<file path="config.mk">
export PLATFORM = sky130hd
export DESIGN_NAME = cib_core
export DESIGN_NICKNAME = d
export VERILOG_FILES = /design/src/logic/cib_pkg.sv /design/src/logic/cib_core.sv
export VERILOG_INCLUDE_DIRS = /design/src /design/src/logic
export SDC_FILE = /design/constraint.sdc
export NUM_CORES = 1
export LEC_CHECK = 0
export ABC_AREA = 1
export BUFFER_PORTS_ARGS = -buffer_cell sky130_fd_sc_hd__clkbuf_2
export CORE_MARGIN = 3
export CORE_UTILIZATION = 50
export CTS_CLUSTER_DIAMETER = 80
export DETAILED_ROUTE_END_ITERATION = 12
export HOLD_SLACK_MARGIN = 0.05
export PLACE_DENSITY = 0.74
export SLEW_MARGIN = 20
export SYNTH_ARGS = -nofsm -noshare
export SYNTH_HDL_FRONTEND = slang
export SYNTH_SLANG_ARGS = --single-unit
export TNS_END_PERCENT = 1
</file>
<file path="constraint.sdc">
create_clock -name clk_sys -period 2.5 [get_ports clk_sys]
set_input_delay 0.375 -clock clk_sys [delete_from_list [all_inputs] [get_ports clk_sys]]
set_output_delay 0.375 -clock clk_sys [all_outputs]
set_load 0.02 [all_outputs]
</file>
<file path="src/logic/cib_regs.svh">
// Register offsets, field positions, reset values and vectors of the interrupt/bus block.
`ifndef CIB_REGS_SVH
`define CIB_REGS_SVH
// ****************************************************************
// Register offsets
// ****************************************************************
`define CIB_OFF_CYC_CTRL 4'h0
`define CIB_OFF_CYC_ADDR 4'h1
`define CIB_OFF_CYC_DATA 4'h2
`define CIB_OFF_SET_MASK 4'h3
`define CIB_OFF_READ_MASK 4'h4
`define CIB_OFF_IRQ_CTRL 4'h5
// ****************************************************************
// Field positions
// ****************************************************************
`define CIB_CTL_NO_ALE 3
`define CIB_CTL_SIX 4
`define CIB_CTL_HALT 5
`define CIB_SIM_MSE 3
`define CIB_SIM_CLR75 4
`define CIB_SIM_SOE 6
`define CIB_SIM_SOD 7
`define CIB_IRQ_EI 0
`define CIB_IRQ_DI 1
`define CIB_IRQ_SAMPLE 2
// ****************************************************************
// Reset values, extra T4 states and restart vectors
// ****************************************************************
`define CIB_RST_MASK 3'h7
`define CIB_T4_EXTRA 2'h2
`define CIB_VEC_TRAP 8'h24
`define CIB_VEC_R75 8'h3c
`define CIB_VEC_R65 8'h34
`define CIB_VEC_R55 8'h2c
`define CIB_VEC_NONE 8'h00
`endif
</file>
<file path="src/logic/cib_pkg.sv">
// Types shared by the interrupt and bus cycle block.
`default_nettype none
package cib_pkg;
  typedef enum logic [2:0] {
    CYC_OF, CYC_MR, CYC_MW, CYC_IOR, CYC_IOW, CYC_INA, CYC_BI_DAD, CYC_BI_RST
  } cib_cyc_t;
  typedef enum logic [3:0] {
    ST_RESET, ST_IDLE, ST_T1, ST_T2, ST_TWAIT, ST_T3, ST_T4, ST_HALT, ST_HOLD
  } cib_state_t;
  typedef enum logic [2:0] {
    SRC_NONE, SRC_TRAP, SRC_R75, SRC_R65, SRC_R55, SRC_GENERAL_IRQ_INPUT
  } cib_src_t;
  typedef struct packed {
    logic trap;
    logic edge_restart_irq;
    logic level_restart_irq_high;
    logic level_restart_irq_low;
    logic general_irq_input;
  } cib_irq_t;
  typedef struct packed {
    logic [7:0] addr_hi;
    logic addr_hi_oe;
    logic [7:0] ad_o;
    logic ad_oe;
    logic ale;
    logic io_m;
    logic io_m_oe;
    logic cycle_status1;
    logic cycle_status0;
    logic rd_n;
    logic wr_n;
    logic strobe_oe;
    logic irq_ack_strobe_n;
    logic hlda;
  } cib_bus_t;
endpackage : cib_pkg
`default_nettype wire

</file>
<file path="src/logic/cib_core.sv">
// Interrupt recognition and multiplexed bus machine-cycle sequencer.
//
// What this block does
// [RQ1] T1 drives low address on shared lines, pulses address strobe, then data.
// [RQ2] Bus request, ready and all interrupt inputs pass two-flop synchronisers.
// [RQ3] Maskable restarts need global enable and a clear mask; restart vectors.
// [RQ4] Vectors: 24h non-maskable, 3ch edge, 34h high level, 2ch low level.
// [RQ5] Non-maskable restart ignores global enable and every mask.
// [RQ6] Two lower restarts are level sensed; the highest one is rising edge.
// [RQ7] Edge request flop set by edge, cleared by service, set-mask or reset.
// [RQ8] Edge request flop still sets while that input is masked.
// [RQ9] Restart masks change only by set-mask or reset.
// [RQ10] Fixed priority: non-maskable, edge, high level, low level, general.
// [RQ11] Priority ignores which service routine currently runs.
// [RQ12] Source holds non-maskable input high until acknowledged.
// [RQ13] Non-maskable input is recognised again only after low then high.
// [RQ14] Any acceptance clears global enable until enable-irq instruction.
// [RQ15] Non-maskable saves enable; first read-mask reports it, later ones current.
// [RQ16] Read-mask captures serial input pin; set-mask updates serial output pin.
// [RQ17] I/O cycles copy port address onto upper lines and low shared lines.
// [RQ18] Status and select valid from T1; strobes only during data transfer.
// [RQ19] Cycles last three states, fetch four or six; wait and hold extend.
// [RQ20] Select/status/strobe encoding per machine cycle type.
// [RQ21] Idle cycles drive no strobe; double-add idle has no address strobe.
// [RQ22] Address strobe only in T1; T4-T6 status 11, lines float; float in hold.
// [RQ23] General and level inputs sampled at next-to-last cycle, halt and hold.
// [RQ24] Set-mask layout: masks 2:0, enable 3, clear edge 4, serial 6 and 7.
`timescale 1ns/10ps
`default_nettype none
`include "cib_regs.svh"
module cib_core import cib_pkg::*; #(
  parameter int DW = 16
) (
  input wire logic clk_sys,
  input wire logic nrst,
  input wire logic [3:0] reg_addr,
  input wire logic [DW-1:0] reg_wdata,
  input wire logic reg_wr,
  input wire logic reg_rd,
  output logic [DW-1:0] reg_rdata,
  input wire cib_irq_t irq_in,
  input wire logic hold_req,
  input wire logic ready,
  input wire logic [7:0] ad_i,
  input wire logic serial_in_pin,
  output logic serial_out_pin,
  output cib_bus_t bus
);
  // ****************************************************************
  // Decoding helpers
  // ****************************************************************
  function automatic logic [2:0] cyc_code(input cib_cyc_t k);
    unique case (k)
      CYC_OF: cyc_code = 3'h3;
      CYC_MR: cyc_code = 3'h2;
      CYC_MW: cyc_code = 3'h1;
      CYC_IOR: cyc_code = 3'h6;
      CYC_IOW: cyc_code = 3'h5;
      CYC_INA: cyc_code = 3'h7;
      CYC_BI_DAD: cyc_code = 3'h2;
      CYC_BI_RST: cyc_code = 3'h7;
    endcase
  endfunction : cyc_code

  function automatic cib_src_t pick(input logic [4:0] p);
    if (p[4]) pick = SRC_TRAP;
    else if (p[3]) pick = SRC_R75;
    else if (p[2]) pick = SRC_R65;
    else if (p[1]) pick = SRC_R55;
    else if (p[0]) pick = SRC_GENERAL_IRQ_INPUT;
    else pick = SRC_NONE;
  endfunction : pick

  function automatic logic [7:0] vec_of(input cib_src_t s);
    unique case (s)
      SRC_TRAP: vec_of = `CIB_VEC_TRAP;
      SRC_R75: vec_of = `CIB_VEC_R75;
      SRC_R65: vec_of = `CIB_VEC_R65;
      SRC_R55: vec_of = `CIB_VEC_R55;
      default: vec_of = `CIB_VEC_NONE;
    endcase
  endfunction : vec_of

  // ****************************************************************
  // Input synchronisers
  // ****************************************************************
  localparam int NS = 7;
  logic [NS-1:0] raw;
  logic [NS-1:0] sync1_r;
  logic [NS-1:0] sync2_r;
  logic [NS-1:0] prev_r;
  assign raw = {hold_req, ready, irq_in};
  for (genvar i = 0; i < NS; i++) begin : g_sync
    always_ff @(posedge clk_sys or negedge nrst) begin
      if (!nrst) begin
        sync1_r[i] <= 1'b0;
        sync2_r[i] <= 1'b0;
        prev_r[i] <= 1'b0;
      end else begin
        sync1_r[i] <= raw[i]; // RQ2
        sync2_r[i] <= sync1_r[i];
        prev_r[i] <= sync2_r[i];
      end
    end
  end
  logic hold_s, ready_s, trap_s, r75_s, r65_s, r55_s, general_irq_input_s, trap_rise, r75_rise;
  assign {hold_s, ready_s, trap_s, r75_s, r65_s, r55_s, general_irq_input_s} = sync2_r;
  assign trap_rise = trap_s & ~prev_r[4];
  assign r75_rise = r75_s & ~prev_r[3];

  // ****************************************************************
  // Register writes and interrupt state
  // ****************************************************************
  cib_state_t st_r;
  logic [2:0] mask_r;
  logic ie_r, saved_ie_r, trap_flag_r, r75_ff_r, trap_arm_r;
  logic acc_vld_r;
  logic [7:0] acc_vec_r;
  logic wr_sim, wr_irq, rd_rim, rd_irq, sample, accept;
  logic [4:0] pend;
  cib_src_t win;
  assign wr_sim = reg_wr && reg_addr == `CIB_OFF_SET_MASK;
  assign wr_irq = reg_wr && reg_addr == `CIB_OFF_IRQ_CTRL;
  assign rd_rim = reg_rd && reg_addr == `CIB_OFF_READ_MASK;
  assign rd_irq = reg_rd && reg_addr == `CIB_OFF_IRQ_CTRL;
  // Level inputs are looked at only here, so a short level pulse between samples is missed.
  assign sample = (wr_irq && reg_wdata[`CIB_IRQ_SAMPLE]) || st_r == ST_HALT
      || st_r == ST_HOLD; // RQ23
  assign pend = {trap_arm_r & trap_s, // RQ5
      ie_r & r75_ff_r & ~mask_r[2], ie_r & r65_s & ~mask_r[1], // RQ3 RQ6
      ie_r & r55_s & ~mask_r[0], ie_r & general_irq_input_s};
  assign win = pick(pend); // RQ10 RQ11
  assign accept = sample && win != SRC_NONE;

  always_ff @(posedge clk_sys or negedge nrst) begin
    if (!nrst) begin
      mask_r <= `CIB_RST_MASK;
    end else if (wr_sim && reg_wdata[`CIB_SIM_MSE]) begin
      mask_r <= reg_wdata[2:0]; // RQ9 RQ24
    end
  end

  always_ff @(posedge clk_sys or negedge nrst) begin
    if (!nrst) begin
      serial_out_pin <= 1'b0;
    end else if (wr_sim && reg_wdata[`CIB_SIM_SOE]) begin
      serial_out_pin <= reg_wdata[`CIB_SIM_SOD]; // RQ16
    end
  end

  // The edge flop is fed regardless of the mask; a new edge beats any clear.
  always_ff @(posedge clk_sys or negedge nrst) begin
    if (!nrst) begin
      r75_ff_r <= 1'b0;
    end else if (r75_rise) begin
      r75_ff_r <= 1'b1; // RQ7 RQ8
    end else if ((accept && win == SRC_R75) || (wr_sim && reg_wdata[`CIB_SIM_CLR75])) begin
      r75_ff_r <= 1'b0; // RQ7
    end
  end

  always_ff @(posedge clk_sys or negedge nrst) begin
    if (!nrst) begin
      trap_arm_r <= 1'b0;
    end else if (accept && win == SRC_TRAP) begin
      trap_arm_r <= 1'b0; // RQ13
    end else if (trap_rise) begin
      trap_arm_r <= 1'b1;
    end
  end

  always_ff @(posedge clk_sys or negedge nrst) begin
    if (!nrst) begin
      ie_r <= 1'b0;
    end else if (accept) begin
      ie_r <= 1'b0; // RQ14
    end else if (wr_irq && reg_wdata[`CIB_IRQ_EI]) begin
      ie_r <= 1'b1;
    end else if (wr_irq && reg_wdata[`CIB_IRQ_DI]) begin
      ie_r <= 1'b0;
    end
  end

  always_ff @(posedge clk_sys or negedge nrst) begin
    if (!nrst) begin
      trap_flag_r <= 1'b0;
      saved_ie_r <= 1'b0;
    end else if (accept) begin
      trap_flag_r <= win == SRC_TRAP; // RQ15
      saved_ie_r <= ie_r;
    end else if (rd_rim) begin
      trap_flag_r <= 1'b0; // RQ15
    end
  end

  always_ff @(posedge clk_sys or negedge nrst) begin
    if (!nrst) begin
      acc_vld_r <= 1'b0;
      acc_vec_r <= `CIB_VEC_NONE;
    end else if (accept) begin
      acc_vld_r <= 1'b1;
      acc_vec_r <= vec_of(win); // RQ3 RQ4
    end else if (rd_irq) begin
      acc_vld_r <= 1'b0;
    end
  end

  // ****************************************************************
  // Machine cycle sequencer
  // ****************************************************************
  cib_cyc_t kind_r;
  logic no_ale_r, six_r, halt_r, go_r, fetch_like, xfer;
  logic [1:0] t4_cnt_r;
  logic [15:0] addr_r;
  logic [7:0] wdat_r, rdat_r;
  logic wr_ctl;
  assign wr_ctl = reg_wr && reg_addr == `CIB_OFF_CYC_CTRL && !go_r && st_r == ST_IDLE;
  assign fetch_like = kind_r == CYC_OF || kind_r == CYC_INA;
  assign xfer = kind_r != CYC_BI_DAD && kind_r != CYC_BI_RST;

  always_ff @(posedge clk_sys or negedge nrst) begin
    if (!nrst) begin
      kind_r <= CYC_OF;
      no_ale_r <= 1'b0;
      six_r <= 1'b0;
    end else if (wr_ctl) begin
      kind_r <= cib_cyc_t'(reg_wdata[2:0]);
      no_ale_r <= reg_wdata[`CIB_CTL_NO_ALE];
      six_r <= reg_wdata[`CIB_CTL_SIX];
    end
  end

  always_ff @(posedge clk_sys or negedge nrst) begin
    if (!nrst) begin
      go_r <= 1'b0;
      halt_r <= 1'b0;
    end else begin
      if (wr_ctl && !reg_wdata[`CIB_CTL_HALT]) go_r <= 1'b1;
      else if (st_r == ST_T1) go_r <= 1'b0;
      if (wr_ctl && reg_wdata[`CIB_CTL_HALT]) halt_r <= 1'b1;
      else if (accept) halt_r <= 1'b0;
    end
  end

  always_ff @(posedge clk_sys or negedge nrst) begin
    if (!nrst) begin
      addr_r <= 16'h0000;
      wdat_r <= 8'h00;
    end else if (reg_wr && reg_addr == `CIB_OFF_CYC_ADDR) begin
      addr_r <= reg_wdata[15:0];
    end else if (reg_wr && reg_addr == `CIB_OFF_CYC_DATA) begin
      wdat_r <= reg_wdata[7:0];
    end
  end

  always_ff @(posedge clk_sys or negedge nrst) begin
    if (!nrst) begin
      rdat_r <= 8'h00;
    end else if (st_r == ST_T3 && xfer && cyc_code(kind_r) != 3'h1
        && cyc_code(kind_r) != 3'h5) begin
      rdat_r <= ad_i;
    end
  end

  always_ff @(posedge clk_sys or negedge nrst) begin
    if (!nrst) begin
      st_r <= ST_RESET;
      t4_cnt_r <= 2'h0;
    end else begin
      unique case (st_r)
        ST_RESET: st_r <= ST_IDLE;
        ST_IDLE: begin
          if (hold_s) st_r <= ST_HOLD; // RQ19
          else if (halt_r) st_r <= ST_HALT;
          else if (go_r) st_r <= ST_T1;
        end
        ST_T1: st_r <= ST_T2; // RQ1
        ST_T2: st_r <= (xfer && !ready_s) ? ST_TWAIT : ST_T3; // RQ19
        ST_TWAIT: if (ready_s) st_r <= ST_T3;
        ST_T3: begin
          if (fetch_like) begin
            st_r <= ST_T4;
            t4_cnt_r <= six_r ? `CIB_T4_EXTRA : 2'h0; // RQ19
          end else begin
            st_r <= ST_IDLE;
          end
        end
        ST_T4: begin
          if (t4_cnt_r == 2'h0) st_r <= ST_IDLE;
          else t4_cnt_r <= t4_cnt_r - 2'h1;
        end
        ST_HALT: begin
          if (hold_s) st_r <= ST_HOLD;
          else if (accept) st_r <= ST_IDLE;
        end
        ST_HOLD: if (!hold_s) st_r <= halt_r ? ST_HALT : ST_IDLE;
      endcase
    end
  end

  // ****************************************************************
  // Bus pins
  // ****************************************************************
  logic in_xfer, is_io;
  logic [2:0] code;
  assign code = cyc_code(kind_r);
  assign is_io = kind_r == CYC_IOR || kind_r == CYC_IOW;
  assign in_xfer = xfer && (st_r == ST_T2 || st_r == ST_TWAIT || st_r == ST_T3);

  always_comb begin
    bus = '0;
    bus.rd_n = 1'b1;
    bus.wr_n = 1'b1;
    bus.irq_ack_strobe_n = 1'b1;
    bus.hlda = st_r == ST_HOLD;
    unique case (st_r)
      ST_T1, ST_T2, ST_TWAIT, ST_T3: begin
        bus.addr_hi = is_io ? addr_r[7:0] : addr_r[15:8]; // RQ17
        bus.addr_hi_oe = 1'b1;
        bus.io_m_oe = 1'b1;
        bus.strobe_oe = 1'b1;
        {bus.io_m, bus.cycle_status1, bus.cycle_status0} = code; // RQ18 RQ20
        if (st_r == ST_T1) begin
          bus.ad_o = addr_r[7:0]; // RQ1
          bus.ad_oe = 1'b1;
          bus.ale = !no_ale_r; // RQ21 RQ22
        end else if (code == 3'h1 || code == 3'h5) begin
          bus.ad_o = wdat_r;
          bus.ad_oe = 1'b1;
        end
        if (in_xfer) begin
          bus.rd_n = !(kind_r == CYC_OF || kind_r == CYC_MR || kind_r == CYC_IOR);
          bus.wr_n = !(kind_r == CYC_MW || kind_r == CYC_IOW); // RQ18
          bus.irq_ack_strobe_n = kind_r != CYC_INA; // RQ21
        end
      end
      ST_T4: begin
        bus.addr_hi = addr_r[15:8];
        bus.addr_hi_oe = 1'b1;
        bus.io_m_oe = 1'b1;
        bus.strobe_oe = 1'b1;
        bus.io_m = kind_r == CYC_INA;
        bus.cycle_status1 = 1'b1; // RQ22
        bus.cycle_status0 = 1'b1;
      end
      ST_IDLE: bus.strobe_oe = 1'b1;
      ST_RESET, ST_HALT, ST_HOLD: ; // RQ21 RQ22
    endcase
  end

  // ****************************************************************
  // Register reads
  // ****************************************************************
  always_ff @(posedge clk_sys or negedge nrst) begin
    if (!nrst) begin
      reg_rdata <= '0;
    end else begin
      reg_rdata <= '0;
      if (reg_rd) begin
        unique case (reg_addr)
          `CIB_OFF_CYC_CTRL: reg_rdata[3:0] <= {go_r || st_r != ST_IDLE,
              st_r == ST_HALT, st_r == ST_HOLD, halt_r};
          `CIB_OFF_CYC_ADDR: reg_rdata[15:0] <= addr_r;
          `CIB_OFF_CYC_DATA: reg_rdata[7:0] <= rdat_r;
          `CIB_OFF_READ_MASK: reg_rdata[7:0] <= {serial_in_pin, // RQ16
              r75_ff_r, r65_s, r55_s, trap_flag_r ? saved_ie_r : ie_r, mask_r}; // RQ15
          `CIB_OFF_IRQ_CTRL: reg_rdata[8:0] <= {acc_vld_r, acc_vec_r};
          default: reg_rdata <= '0;
        endcase
      end
    end
  end
endmodule : cib_core
`default_nettype wire

</file>
==> metrics.cfg <==
[outcome]
status=completed

[pwr]
clockPowerShare_pct=20.5
switchingPower_w=0.00208
pwr-share-seq_pct=40.1
p_int_w=0.00295
p_leak_nw=2.58
power.total_w=0.00504
power_density_nw_per_um2=1020
ir_drop_uv=567
power.share.switching_pct=41.4
combPwrFrac_pct=39.3

[sta]
tightest_slew_ns=0.528
setup_viol=0
slew_headroom_pct=64.8
fin_crit_sh_pct=93.0
hold_violations=0
drv_slew=0
skew_ns=0.0105
period_needed_ns=2.32
max_freq_mhz=430
rsz0062_at_grt=yes
fin_ws_ns=0.175
tns_ns=0

[worst_hold_path]
min_path_type=primary input to flip-flop

[logic_synthesis]
synth.yosys.warnings=0
avgSynthCellArea_sq_um=8.51
netlist_instances=488
synth_seq_area_share_pct=54.3
synth_largest_area_cell=dfrtp_1
syn-num-nets=529
synth_top_area_share_pct=52.4
synth-seq-cells=90
synth.distinct_cells=36
syn-cell-area_sq_um=4150
synth_area_leaders=dfrtp_1 52%, nand2_1 10%, inv_1 6.0%

[global_route]
track_usage_pct=22.1
top_usage_layer=met2
first_global_vias=3558
overflow=0
grt_max_degree=51
antenna_found_initial=0
grt_pass1_wl_um=16700
grt_use_met3_pct=5.03
grt_use_met1_pct=28.4
grtUsageMet2_pct=36.0

[routing]
drc=0
avgRoutedWirePerCell_um=14.7
drtPass1Iterations=5
vias=3657
vias_per_cell=5.35
drtIter0Drc=196
wl_um=10100
antenna_left=0

[die]
initial_utilization_pct=52.6
die-height_um=97.1
core_area_sq_um=7890
die_x_um=97.1
fp-row-count=32
dieArea_sq_um=9440
io_pins=85

[layout]
post-route-util_pct=62.4
final_cell_mix=114 x nand2_1, 87 x dfrtp_1, 83 x clkbuf_2, 66 x inv_1, 50 x nor2_1
fill_cells=681
fin_nets=618
area_growth_pct=18.5
final_common_cell=nand2_1
drive_gt1_share_pct=23.9
diodes=0
finalInstanceArea_sq_um=4920

[clock_network]
clock-sinks=90
clkLatencyLatePin_ns=0.36
cts_tree=built
clockBufferDepth=2
path_clk_slew_ns=0.09
numCtsBuffers=9
cts_root_buf=clkbuf_8
htreeDepth=3

[place]
dpl_worst_slack_ns=0.268
place_congestion=0.863
post-dp-hpwl_um=7630
dpl_cell_area_sq_um=4670
portBuffers=84

[critical_path]
critPathLaunchType=flip-flop
crit_fanout=12
endpoint_kind=primary output
crit_required_ns=2.12
path_class=flip-flop to primary output
worstPathArrival_ns=1.95

[run]
drv_cap=0

-- worst max-delay path: stages, from the launching register on --
cell	delay, ns
dfrtp_1	0.43
inv_1	0.07
nand2_1	0.06
inv_1	0.15
nand2_1	0.17
nand3_4	0.18
a31oi_4	0.16
o21ai_0	0.19
clkbuf_2	0.19
-- layout make-up --
type | instances | area (sq um) | area share, %
Sequential cell | 90 | 2260 | 45.8
Inverter | 68 | 255 | 5.19
Clock inverter | 5 | 62.6 | 1.27
Multi-Input combinational cell | 320 | 1600 | 32.5
Tap cell | 102 | 128 | 2.59
Timing Repair Buffer | 88 | 468 | 9.51
Clock buffer | 11 | 151 | 3.08
-- worst paths after layout --
| kind | from | end | slack (ns) | cells past startpoint |
|---|---|---|---|---|
| max in group asynchronous | nrst | mask_r[0]$_DFFE_PN1P_ | 1.25 | 3 |
| min in group asynchronous | nrst | t4_cnt_r[1]$_DFFE_PN0P_ | 0.52 | 2 |
| min reg2reg | sync1_r[6]$_DFF_PN0_ | hold_s$_DFF_PN0_ | 0.35 | 0 |
| min | ready | sync1_r[5]$_DFF_PN0_ | 0.11 | 1 |
| max reg2reg | st_r[3]$_DFFE_PN0P_ | st_r[1]$_DFFE_PN0P_ | 0.64 | 12 |
| max | st_r[3]$_DFFE_PN0P_ | bus[26] | 0.18 | 8 |
-- layer usage --
layer	vias to the layer above	wire, um	share of wire [%]
li1	1761	-	-
met3	23	730	7.3
met5	-	0	0
met4	0	277	2.8
met2	149	4910	49
met1	1724	4150	41
-- registers in the layout, indices dropped and copies added (netlist names), 2 cells and up --
name       flops
acc_vec_r      3
addr_r        16
kind_r         3
mask_r         3
prev_r         2
rdat_r         8
reg_rdata     16
st_r           4
sync1_r        7
t4_cnt_r       2
wdat_r         8
-- logic make-up after synthesis --
logic type               after synthesis  synth area share [%]
multiplexers                           8                  2.17
adder cells (fa/ha/maj)                1                 0.301
buffers and inverters                 78                  7.74
AND/OR/NAND/NOR                      220                  22.3
flip-flops                            90                  54.3
AO/OA/AOI/OAI                         91                  13.1
-- synth_stat cells, drive strengths merged --
library cell  count
clkinv            1
nand4             9
dfrtp            87
o22ai             6
nor3              3
nand3            33
nor2             53
o21ai            59
inv              67
ha                1
o21a              1
a41oi             2
or2               2
o221ai            1
dfstp             3
nand2           119
a211oi            2
o211ai            1
buf               9
a31oi             3
nand3b            1
clkbuf            1
a22o              1
a21oi            15
mux2              8
-- what timing repair did --
| action | in CTS | in global routing |
|---|---|---|
| gates resized for setup | 1 | 6 |
| setup endpoints to repair | 8 | 14 |
| buffers inserted | 0 | 0 |
| endpoints found under the hold margin | 40 | 0 |
| hold buffers | 1 | 0 |
-- power by group through the flow --
| stage | clock network, W | logic [W] | registers, W |
|---|---|---|---|
| after floorplan | 0 | 0.00139 | 0.00199 |
| after global placement | 0 | 0.00189 | 0.00202 |
| after detailed placement | 0 | 0.00194 | 0.00204 |
| after CTS | 0.00105 | 0.00195 | 0.00201 |
| after global routing | 0.00112 | 0.00221 | 0.00206 |
| final | 0.00103 | 0.00198 | 0.00202 |
-- metrics by stage --
stage | cells | hold WS [ns]
finish | 684 | 0.114
global route | 684 | 0.0912
CTS | 684 | 0.0991
detailed placement | 667 | 0.335
global placement | 667 | 0.332
floorplan | 488 | 0.0794
(Power assumes the default switching activity.)
